### src/verilog/sscc_pkg.sv
// Shared constants and types of the spread clock control block
package sscc_pkg;

    // ************************************************************
    // Timing
    // ************************************************************
    localparam int CLK_MHZ = 20;          // System clock rate, MHz
    localparam int T_STABLE_US = 3000;    // Synthesizer settle, microseconds
    // Settle time as whole clock cycles
    localparam int STABLE_CYCLES = T_STABLE_US * CLK_MHZ;
    localparam int RAMP_DIV = 256;        // Cycles between spread steps

    // ************************************************************
    // Register map (index times four gives the byte address)
    // ************************************************************
    localparam int ADDR_W = 4;
    localparam int REG_CTRL0_IDX = 0;     // Spread and mode control
    localparam int REG_CTRL1_IDX = 1;     // Output enable, pump range
    localparam int REG_STATUS_IDX = 2;    // Live block state
    localparam logic [ADDR_W-1:0] ADDR_CTRL0 = 4'(REG_CTRL0_IDX * 4);
    localparam logic [ADDR_W-1:0] ADDR_CTRL1 = 4'(REG_CTRL1_IDX * 4);
    localparam logic [ADDR_W-1:0] ADDR_STATUS = 4'(REG_STATUS_IDX * 4);

    // Control 0 fields
    localparam int C0_SS_LSB = 4;         // Spread select, four bits
    localparam int C0_FREQ = 3;           // 1 = 100 MHz, 0 = 96 MHz
    localparam int C0_SPREAD_EN = 1;      // Spread modulation on
    localparam int C0_SW_MODE = 0;        // 0 = pins, 1 = registers
    localparam logic C0_SPREAD_EN_RST = 1'h1;
    localparam logic C0_SW_MODE_RST = 1'h0;
    localparam logic [3:0] C0_SS_RST = 4'h0;

    // Control 1 fields
    localparam int C1_OUT_EN = 2;         // Differential output enable
    localparam int C1_CP_LSB = 0;         // Charge pump range, two bits
    localparam logic C1_OUT_EN_RST = 1'h1;
    localparam logic [1:0] CP_RST = 2'h0;

    // Status fields
    localparam int ST_STABLE = 0;         // Synthesizer settled
    localparam int ST_RUN = 1;            // Output clock is driven
    localparam int ST_RAMP = 2;           // Spread still moving
    localparam int ST_CODE_LSB = 4;       // Applied spread code

    // Bus answers
    localparam logic [1:0] RESP_OKAY = 2'h0;
    localparam logic [1:0] RESP_SLVERR = 2'h2;

    // Synchroniser lanes
    localparam int SY_REF = 0;
    localparam int SY_PD = 1;
    localparam int SY_FSEL = 2;
    localparam int SY_S_LSB = 3;
    localparam int SY_W = 6;

    // One accepted register write
    typedef struct packed {
        logic [ADDR_W-1:0] addr;
        logic [31:0] data;
        logic [3:0] strb;
    } sscc_wreq_t;

    // Power sequencing states
    typedef enum logic [1:0] {
        PWR_OFF = 2'b00,
        PWR_SETTLE = 2'b01,
        PWR_ON = 2'b10,
        PWR_STOP = 2'b11
    } sscc_pwr_t;

endpackage : sscc_pkg

### src/verilog/sscc_sync.sv
// Two-flop synchroniser for pin inputs
`timescale 1ns/1ns
`default_nettype none
module sscc_sync #(
    parameter int W = 1
) (
    input wire logic clk,
    input wire logic nrst,
    input wire logic [W-1:0] d,
    output logic [W-1:0] q
);
    logic [W-1:0] meta_q; // First stage, read only by the second

    // ************************************************************
    // Capture chain
    // ************************************************************
    always_ff @(posedge clk) begin
        if (!nrst) begin
            meta_q <= '0;
            q <= '0;
        end else begin
            meta_q <= d;
            q <= meta_q;
        end
    end
endmodule : sscc_sync
`default_nettype wire

### src/verilog/sscc_axil.sv
// AXI4-Lite slave front end for the spread clock control registers
`timescale 1ns/1ns
`default_nettype none
module sscc_axil (
    input wire logic clk,
    input wire logic nrst,
    input wire logic [sscc_pkg::ADDR_W-1:0] awaddr,
    input wire logic awvalid,
    output logic awready,
    input wire logic [31:0] wdata,
    input wire logic [3:0] wstrb,
    input wire logic wvalid,
    output logic wready,
    output logic [1:0] bresp,
    output logic bvalid,
    input wire logic bready,
    input wire logic [sscc_pkg::ADDR_W-1:0] araddr,
    input wire logic arvalid,
    output logic arready,
    output logic [31:0] rdata,
    output logic [1:0] rresp,
    output logic rvalid,
    input wire logic rready,
    output sscc_pkg::sscc_wreq_t wr_req,
    output logic wr_fire,
    input wire logic wr_ok,
    output logic [sscc_pkg::ADDR_W-1:0] rd_addr,
    input wire logic [31:0] rd_data,
    input wire logic rd_ok
);
    logic aw_full_q; // Address held, waiting for data
    logic w_full_q;  // Data held, waiting for address
    logic aw_take;
    logic w_take;
    logic ar_take;

    // Channels stall while a response is still owed
    assign awready = !aw_full_q && !bvalid;
    assign wready = !w_full_q && !bvalid;
    assign arready = !rvalid;
    assign aw_take = awvalid && awready;
    assign w_take = wvalid && wready;
    assign ar_take = arvalid && arready;
    assign wr_fire = aw_full_q && w_full_q;
    assign rd_addr = araddr;

    // ************************************************************
    // Write path: address and data in either order
    // ************************************************************
    always_ff @(posedge clk) begin
        if (!nrst) begin
            aw_full_q <= 1'b0;
            w_full_q <= 1'b0;
            wr_req <= '0;
            bvalid <= 1'b0;
            bresp <= sscc_pkg::RESP_OKAY;
        end else begin
            if (aw_take) begin
                aw_full_q <= 1'b1;
                wr_req.addr <= awaddr;
            end
            if (w_take) begin
                w_full_q <= 1'b1;
                wr_req.data <= wdata;
                wr_req.strb <= wstrb;
            end
            // Both halves present: commit and answer
            if (wr_fire) begin
                aw_full_q <= 1'b0;
                w_full_q <= 1'b0;
                bvalid <= 1'b1;
                bresp <= wr_ok ? sscc_pkg::RESP_OKAY : sscc_pkg::RESP_SLVERR;
            end else if (bvalid && bready) begin
                bvalid <= 1'b0;
            end
        end
    end

    // ************************************************************
    // Read path: data registered one cycle after the address
    // ************************************************************
    always_ff @(posedge clk) begin
        if (!nrst) begin
            rvalid <= 1'b0;
            rdata <= '0;
            rresp <= sscc_pkg::RESP_OKAY;
        end else if (ar_take) begin
            rvalid <= 1'b1;
            rdata <= rd_data;
            rresp <= rd_ok ? sscc_pkg::RESP_OKAY : sscc_pkg::RESP_SLVERR;
        end else if (rready) begin
            rvalid <= 1'b0;
        end
    end
endmodule : sscc_axil
`default_nettype wire

### src/verilog/sscc_ctrl.sv
// Spread clock control top: registers, power sequencing, output gating
//
// Summary of operation
// Spread code ramps stepwise to new value
// Reset: spread on, pin control mode
// Pin mode: upper select bits from straps
// Pin mode forces select lsb zero
// Register mode uses all four written bits
// Pump range resets to 00, writable
// Pump 11 gives slightly higher spread
// Pump 01 gives the largest spread
// Power-down pin synchronised before acting
// Power-down: outputs floated, oscillator, PLL off
// Clocks stop synchronously, no runt pulse
// Reference clock runs throughout power-down
// Outputs held stopped through settle interval
// Control 1 bit 2 enables output
// Output disable keeps PLL, oscillator running
// Disable floats output without glitch
// Enable restarts output cleanly
// Mode bit: 0 pins, 1 registers
// Spread enable bit: 0 off, 1 on
// Frequency bit: 1 100 MHz, 0 96 MHz
//
// The AXI4-Lite interface to the registers and the address map were decided locally.
`timescale 1ns/1ns
`default_nettype none
module sscc_ctrl #(
    parameter int STABLE_CYCLES = sscc_pkg::STABLE_CYCLES,
    parameter int RAMP_DIV = sscc_pkg::RAMP_DIV
) (
    input wire logic clk,
    input wire logic nrst,
    input wire logic [sscc_pkg::ADDR_W-1:0] awaddr,
    input wire logic awvalid,
    output logic awready,
    input wire logic [31:0] wdata,
    input wire logic [3:0] wstrb,
    input wire logic wvalid,
    output logic wready,
    output logic [1:0] bresp,
    output logic bvalid,
    input wire logic bready,
    input wire logic [sscc_pkg::ADDR_W-1:0] araddr,
    input wire logic arvalid,
    output logic arready,
    output logic [31:0] rdata,
    output logic [1:0] rresp,
    output logic rvalid,
    input wire logic rready,
    input wire logic ref_clock_in,
    input wire logic power_down_request,
    input wire logic [3:1] spread_select_strap,
    input wire logic frequency_select_strap,
    output logic diff_clock_out,
    output logic diff_clock_out_n,
    output logic diff_clock_oe_n,
    output logic osc_enable,
    output logic pll_enable,
    output logic [3:0] spread_code,
    output logic spread_on,
    output logic [1:0] charge_pump,
    output logic frequency_select
);
    // ************************************************************
    // Declarations
    // ************************************************************
    localparam int SCW = $clog2(STABLE_CYCLES + 1);
    localparam int RCW = $clog2(RAMP_DIV + 1);

    sscc_pkg::sscc_wreq_t wr_req;   // Committed write from the bus
    logic wr_fire;                  // One-cycle write strobe
    logic wr_ok;                    // Write address decodes
    logic [sscc_pkg::ADDR_W-1:0] rd_addr;
    logic [31:0] rd_data;
    logic rd_ok;
    logic [sscc_pkg::SY_W-1:0] sy_q; // Synchronised pins
    logic ref_s;                    // Reference clock, sampled
    logic pd_s;                     // Power-down request, sampled

    logic sw_mode_q;                // Register control selected
    logic spread_en_q;              // Spread modulation enable
    logic freq_reg_q;               // Frequency bit as held
    logic [3:0] ss_reg_q;           // Spread select as held
    logic out_en_q;                 // Output enable bit
    logic [1:0] cp_q;               // Charge pump range
    logic [1:0] strap_cnt_q;        // Wait for the sync chain to fill
    logic strap_done_q;             // Straps latched after release

    logic [3:0] target_code;        // Where the spread should end up
    logic [3:0] applied_q;          // Spread code now in use
    logic [RCW-1:0] ramp_cnt_q;
    logic ramp_tick;                // One-cycle step enable
    logic ramp_busy;

    sscc_pkg::sscc_pwr_t pwr_q;
    sscc_pkg::sscc_pwr_t pwr_d;
    logic [SCW-1:0] settle_cnt_q;
    logic settle_done;
    logic run_want;                 // Output ought to be running
    logic gate_q;                   // Gate on the output clock
    logic gate_d;

    logic hit_c0;
    logic hit_c1;
    logic hit_st;
    logic [7:0] c0_view;
    logic [7:0] c1_view;
    logic [7:0] st_view;

    // Step a code one unit toward its target
    function automatic logic [3:0] step_toward(input logic [3:0] cur,
                                               input logic [3:0] tgt);
        if (cur < tgt) begin
            step_toward = cur + 4'h1;
        end else if (cur > tgt) begin
            step_toward = cur - 4'h1;
        end else begin
            step_toward = cur;
        end
    endfunction : step_toward

    // ************************************************************
    // Bus front end and pin synchronisers
    // ************************************************************
    sscc_axil u_axil (
        .clk(clk), .nrst(nrst),
        .awaddr(awaddr), .awvalid(awvalid), .awready(awready),
        .wdata(wdata), .wstrb(wstrb), .wvalid(wvalid), .wready(wready),
        .bresp(bresp), .bvalid(bvalid), .bready(bready),
        .araddr(araddr), .arvalid(arvalid), .arready(arready),
        .rdata(rdata), .rresp(rresp), .rvalid(rvalid), .rready(rready),
        .wr_req(wr_req), .wr_fire(wr_fire), .wr_ok(wr_ok),
        .rd_addr(rd_addr), .rd_data(rd_data), .rd_ok(rd_ok)
    );

    // The reference clock is slow next to clk, so sampling finds edges
    sscc_sync #(.W(sscc_pkg::SY_W)) u_sync (
        .clk(clk), .nrst(nrst),
        .d({spread_select_strap, frequency_select_strap,
            power_down_request, ref_clock_in}),
        .q(sy_q)
    );
    assign ref_s = sy_q[sscc_pkg::SY_REF];
    assign pd_s = sy_q[sscc_pkg::SY_PD];

    // ************************************************************
    // Register decode
    // ************************************************************
    assign hit_c0 = wr_req.addr == sscc_pkg::ADDR_CTRL0;
    assign hit_c1 = wr_req.addr == sscc_pkg::ADDR_CTRL1;
    assign wr_ok = hit_c0 || hit_c1; // Status is read-only
    assign rd_ok = rd_addr == sscc_pkg::ADDR_CTRL0
        || rd_addr == sscc_pkg::ADDR_CTRL1
        || rd_addr == sscc_pkg::ADDR_STATUS;

    // Pin mode shows the latched strap code with lsb zero, bit 2 reads 0
    assign c0_view = {target_code, frequency_select, 1'b0,
                      spread_en_q, sw_mode_q};
    assign c1_view = {5'h00, out_en_q, cp_q};
    assign st_view = {applied_q, 1'b0, ramp_busy, gate_q, settle_done};
    assign rd_data =
        rd_addr == sscc_pkg::ADDR_CTRL0 ? {24'h000000, c0_view} :
        rd_addr == sscc_pkg::ADDR_CTRL1 ? {24'h000000, c1_view} :
        rd_addr == sscc_pkg::ADDR_STATUS ? {24'h000000, st_view} :
        32'h00000000;

    // ************************************************************
    // Control registers
    // ************************************************************
    // Reset gives spread on and pin control; pump range back to 00
    always_ff @(posedge clk) begin
        if (!nrst) begin
            sw_mode_q <= sscc_pkg::C0_SW_MODE_RST;
            spread_en_q <= sscc_pkg::C0_SPREAD_EN_RST;
            freq_reg_q <= 1'b0;
            ss_reg_q <= sscc_pkg::C0_SS_RST;
            out_en_q <= sscc_pkg::C1_OUT_EN_RST;
            cp_q <= sscc_pkg::CP_RST;
        end else if (wr_fire && wr_req.strb[0]) begin
            if (hit_c0) begin
                ss_reg_q <= wr_req.data[sscc_pkg::C0_SS_LSB +: 4];
                freq_reg_q <= wr_req.data[sscc_pkg::C0_FREQ];
                spread_en_q <= wr_req.data[sscc_pkg::C0_SPREAD_EN];
                sw_mode_q <= wr_req.data[sscc_pkg::C0_SW_MODE];
            end
            if (hit_c1) begin
                out_en_q <= wr_req.data[sscc_pkg::C1_OUT_EN];
                cp_q <= wr_req.data[sscc_pkg::C1_CP_LSB +: 2];
            end
        end
    end

    // Straps are caught once the chain has filled after release.
    // Until then the pin-mode view is zero, a safe low spread.
    always_ff @(posedge clk) begin
        if (!nrst) begin
            strap_cnt_q <= 2'h0;
            strap_done_q <= 1'b0;
        end else if (!strap_done_q) begin
            strap_cnt_q <= strap_cnt_q + 2'h1;
            strap_done_q <= strap_cnt_q == 2'h2;
        end
    end

    logic [3:1] strap_q;
    logic fsel_strap_q;
    // Latched strap values
    always_ff @(posedge clk) begin
        if (!nrst) begin
            strap_q <= 3'h0;
            fsel_strap_q <= 1'b0;
        end else if (!strap_done_q && strap_cnt_q == 2'h2) begin
            strap_q <= sy_q[sscc_pkg::SY_S_LSB +: 3];
            fsel_strap_q <= sy_q[sscc_pkg::SY_FSEL];
        end
    end

    // Mode bit picks the source of select and frequency
    assign target_code = sw_mode_q ? ss_reg_q : {strap_q, 1'b0};
    assign frequency_select = sw_mode_q ? freq_reg_q : fsel_strap_q;
    assign spread_on = spread_en_q;
    // Pump 00 default, 11 one step up, 01 largest: the analog reads it
    assign charge_pump = cp_q;

    // ************************************************************
    // Spread ramp
    // ************************************************************
    // Stepping one code per tick keeps the modulation change gradual
    assign ramp_tick = ramp_cnt_q == RCW'(RAMP_DIV - 1);
    assign ramp_busy = applied_q != target_code;
    assign spread_code = applied_q;

    always_ff @(posedge clk) begin
        if (!nrst) begin
            ramp_cnt_q <= '0;
            applied_q <= sscc_pkg::C0_SS_RST;
        end else begin
            ramp_cnt_q <= ramp_tick ? '0 : ramp_cnt_q + RCW'(1);
            if (ramp_tick) begin
                applied_q <= step_toward(applied_q, target_code);
            end
        end
    end

    // ************************************************************
    // Power sequencing
    // ************************************************************
    assign settle_done = pwr_q == sscc_pkg::PWR_ON;
    assign run_want = settle_done && out_en_q;

    // Stop waits for the gate to close; settle waits the full interval
    always_comb begin
        pwr_d = pwr_q;
        unique case (pwr_q)
            sscc_pkg::PWR_OFF: begin
                if (!pd_s) pwr_d = sscc_pkg::PWR_SETTLE;
            end
            sscc_pkg::PWR_SETTLE: begin
                if (pd_s) begin
                    pwr_d = sscc_pkg::PWR_OFF;
                end else if (settle_cnt_q == SCW'(STABLE_CYCLES - 1)) begin
                    pwr_d = sscc_pkg::PWR_ON;
                end
            end
            sscc_pkg::PWR_ON: begin
                if (pd_s) pwr_d = sscc_pkg::PWR_STOP;
            end
            sscc_pkg::PWR_STOP: begin
                if (!gate_q) pwr_d = sscc_pkg::PWR_OFF;
            end
        endcase
    end

    always_ff @(posedge clk) begin
        if (!nrst) begin
            pwr_q <= sscc_pkg::PWR_SETTLE;
            settle_cnt_q <= '0;
        end else begin
            pwr_q <= pwr_d;
            settle_cnt_q <= pwr_q == sscc_pkg::PWR_SETTLE
                ? settle_cnt_q + SCW'(1) : '0;
        end
    end

    // Analog stays up through stop and settle; off only when idle
    assign osc_enable = pwr_q != sscc_pkg::PWR_OFF;
    assign pll_enable = pwr_q != sscc_pkg::PWR_OFF;

    // ************************************************************
    // Output gating
    // ************************************************************
    // The gate moves only while the sampled reference is low, so the
    // output never shows a shortened high phase. This relies on the
    // reference running while power-down is held.
    assign gate_d = ref_s ? gate_q : run_want;

    always_ff @(posedge clk) begin
        if (!nrst) begin
            gate_q <= 1'b0;
            diff_clock_out <= 1'b0;
            diff_clock_out_n <= 1'b0;
            diff_clock_oe_n <= 1'b1;
        end else begin
            gate_q <= gate_d;
            diff_clock_out <= gate_d & ref_s;
            diff_clock_out_n <= gate_d & ~ref_s;
            diff_clock_oe_n <= ~gate_d;
        end
    end
endmodule : sscc_ctrl
`default_nettype wire

### config.mk
export PLATFORM = sky130hd
export DESIGN_NAME = sscc_ctrl
export DESIGN_NICKNAME = d
export VERILOG_FILES = /design/src/verilog/sscc_pkg.sv /design/src/verilog/sscc_sync.sv /design/src/verilog/sscc_axil.sv /design/src/verilog/sscc_ctrl.sv
export SDC_FILE = /design/constraint.sdc
export NUM_CORES = 1
export LEC_CHECK = 0
export BUFFER_PORTS_ARGS = -buffer_cell sky130_fd_sc_hd__buf_2
export CAP_MARGIN = 10
export CORE_ASPECT_RATIO = 0.75
export CORE_UTILIZATION = 55
export CTS_CLUSTER_SIZE = 14
export DETAILED_ROUTE_END_ITERATION = 10
export PLACE_DENSITY = 0.83
export SLEW_MARGIN = 5
export SYNTH_ARGS = -nofsm -noshare
export SYNTH_HDL_FRONTEND = slang
export SYNTH_SLANG_ARGS = --single-unit
### constraint.sdc
create_clock -name clk -period 4.47 [get_ports clk]
set_input_delay 0.2235 -clock clk [delete_from_list [all_inputs] [get_ports clk]]
set_output_delay 0.2235 -clock clk [all_outputs]
set_load 0.01 [all_outputs]
==> run_results.csv <==
group,metric,value,unit
synthesis,yosysSeqAreaShare,0.474,
clock_network,hold_buffers,0,
synthesis,async_flop_share,0,
placement,io_buffers,57,
worst_setup_path,critPathCapture,"spread_code[3]",
drt,ant_nets,0,
global_routing,grt_max_degree,33,
worst_setup_path,crit_start,"sw_mode_q",
die,die_height,74.4,um
sta,finClkSkew,7.05,ps
clock_network,cts_tree,"built",
cells_and_area,area_delta_synth_final,10.1,%
power_and_ir_drop,p_seq_frac,0.576,
sta,fin_crit_sh,0.647,
power_and_ir_drop,p_comb_frac,0.106,
synthesis,postSynthAreaPerCell,9.06,um2
synthesis,syn_area,0.00384,mm2
sta,hold_slack,56.6,ps
drt,wl_met1,3540,um
synthesis,synth-main-ff-cell,"dfxtp_1",
power_and_ir_drop,p_int,1110,uW
synthesis,netlist.area_leader.share,0.474,
power_and_ir_drop,p_switching,401,uW
clock_network,clockBufferDepth,2,
global_routing,grt_pass1_vias,2600,
synthesis,yosysTopAreaCell,"dfxtp_1",
cells_and_area,diodes,0,
hold_path,hold_path_class,"in -> reg",
clock_network,clock_latency,360,ps
global_routing,grt-ovfl-total,0,
sta,max_freq,0.346,GHz
worst_setup_path,rr_startpoint,"sw_mode_q",
clock_network,cts.clk_slew.worst_paths,90,ps
clock_network,cts_root_buffer,"clkbuf_8",
global_routing,grt_pass1_wl,12000,um
sta,tightest_slew,902,ps
worst_setup_path,cp.arrival,3180,ps
placement,gp_congestion,0.782,
synthesis,synthCells,424,
clock_network,cts_resized,0,
sta,maxSlewHeadroom,0.393,
worst_setup_path,crit_required,4760,ps
synthesis,yosys_warnings,0,
drt,drtIter0Drc,112,
status,violations,"DRC",
worst_setup_path,critPathMaxStageDelay,490,ps
drt,drc,8,
sta,slew_viol_final,0,
die,ios,111,
job,cap_violations,0,
drt,dr_wl_met3,394,um
clock_network,h-tree-depth,3,
sta,hold_viol_final,0,
synthesis,synth_common_cells,"dfxtp_1, nor2_1, nand2_1",
status,status,"complete, but fails checks",
worst_setup_path,endpoint_kind,"register",
die,dieArea,0.00732,mm2
synthesis,synth-edff-count,0,
drt,drtPass1Iterations,10,
cells_and_area,fin_nets,543,
drt,wire_per_inst,12.8,um
drt,topRoutingLayerUsed,"met4",
sta,fin_setup_tns,0,ps
cells_and_area,drive_gt1_frac,0.175,
worst_setup_path,critPathKind,"reg -> reg",
drt,routed-via-count,2895,
clock_network,cts_setup_buffers,0,
power_and_ir_drop,p_leak,0.00182,uW
clock_network,cts_inserted_buffers,9,
clock_network,cts_sinks,91,
die,rows,25,
worst_setup_path,rrSetupSlack,1580,ps
power_and_ir_drop,powerDensity,357,mW/mm2
global_routing,grt_usage,0.211,
synthesis,synth.most_common_cell,"dfxtp_1",
power_and_ir_drop,switching_share,0.266,
worst_setup_path,cp_slowest_cell,"dfxtp_1",
die,initial_core_util,0.590,
worst_setup_path,rr_endpoint,"spread_code[3]",
worst_setup_path,cp_cell_sequence,"mux2i_1, ha_1, nor2b_1, o211ai_1, nand2_1, ha_1, a21oi_1, nand4_1, a21oi_1, a31o_2, mux2i_1",
power_and_ir_drop,clockPowerShare,0.318,
drt,routed_wl,7170,um
synthesis,synth_cell_types,45,
sta,period_minus_slack,2890,ps
worst_setup_path,path_max_fanout,7,
worst_setup_path,startpoint_type,"register",
sta,setup_violations,0,
global_routing,antenna_found_initial,0,
sta,rsz0062_at_grt,"false",
drt,via_per_inst,5.16,
drt,met2WireLength,3180,um
power_and_ir_drop,ir_worst_vdd,232,uV
die,fp.coreArea,0.00651,mm2
synthesis,synth.area.top_cells,"dfxtp_1, mux2i_1, nor2_1",
placement,hpwl,5280,um
synthesis,ys_seq_elements,91,
die,die_w,98.5,um
worst_setup_path,r2r_cells,11,
[power groups by stage]
stage          clock (uW)  combinational (uW)  sequential, uW
5_1_grt               525                 185             874
3_5_place_dp            0                 158             889
4_1_cts               489                 159             870
3_3_place_gp            0                 153             887
6_report              480                 160             870
2_1_floorplan           0                 138             884
[placed cells by master (no fill, tap or decap), drive strengths merged, types with 2 or more instances in the layout]
cell type / n
clkinv: 7
nor4: 2
nor4b: 2
nor2b: 7
a22oi: 7
buf: 58
and3: 8
mux2i: 23
mux2: 2
o211ai: 3
ha: 10
and4: 2
or2: 3
and2: 16
xor2: 13
nand2b: 2
nand2: 44
nand4: 7
or3: 3
a211oi: 2
nor2: 61
dfxtp: 91
inv: 11
o21ai: 10
clkbuf: 9
xnor2: 6
conb: 26
nor3: 2
a21oi: 25
nand3: 8
[critical path: cells and delay by family, from the launching register on]
family	cells	cell delay (ps)
DFF	1	490
adders and majority gates	2	650
muxes	2	490
and+or+nand+nor	3	460
AOI/OAI and AO/OA	4	750
[cell families (layout without fill, tap and decap cells)]
family,Yosys count,after routing,synth area share
adders and majority gates,11,11,0.0378
muxes,25,25,0.0658
other,1,26,0.000977
AOI/OAI and AO/OA,54,54,0.0844
xor gates and xnor gates,19,19,0.0433
buffers and inverters,54,85,0.0802
and+or+nand+nor,169,169,0.213
DFF,91,91,0.474
[sequential cells by signal, summed over array words and instances (netlist names), 2 cells and up, named ones only]
name           flops
u_sync.q           6
strap_q            3
spread_code        4
u_axil.wr_req     13
u_sync.meta_q      6
ramp_cnt_q         9
u_axil.rdata       8
strap_cnt_q        2
charge_pump        2
settle_cnt_q      16
ss_reg_q           4
[stage by stage]
stage,power [uW],utilization,instance area [um2],worst slack (ps),std cells
floorplan,1020,-,3930,1880,449
global placement,1040,0.624,4060,1760,545
detailed placement,1050,0.624,4060,1640,545
CTS,1520,0.650,4230,1620,561
global route,1580,0.650,4230,1330,561
finish,1510,0.650,4230,1580,561
[layer usage]
metal / track usage / vias to the layer above
met5: 0 / -
met4: 0.0498 / 0
met3: 0.0742 / 6
met2: 0.333 / 85
met1: 0.283 / 1330
li1: - / 1474
[area by class of cell]
cell class | count | area (um2)
sequential | 91 | 1820
clock inverter | 7 | 42.5
timing repair buffer | 58 | 293
inverter | 11 | 41.3
multi-input combinational | 304 | 1800
clock buffer | 9 | 124
fill | 554 | 2280
tap | 81 | 101
[worst min-delay path by stage]
stage / start / cells past startpoint / to
global route: rready / 2 / u_axil.rvalid
floorplan: rready / 1 / u_axil.rvalid
detailed placement: u_sync.meta_q[2] / 1 / u_sync.q[2]
global placement: rready / 2 / u_axil.rvalid
finish: rready / 2 / u_axil.rvalid
CTS: spread_select_strap[3] / 2 / u_sync.meta_q[5]
No activity file was read; power rests on OpenSTA's default activity.
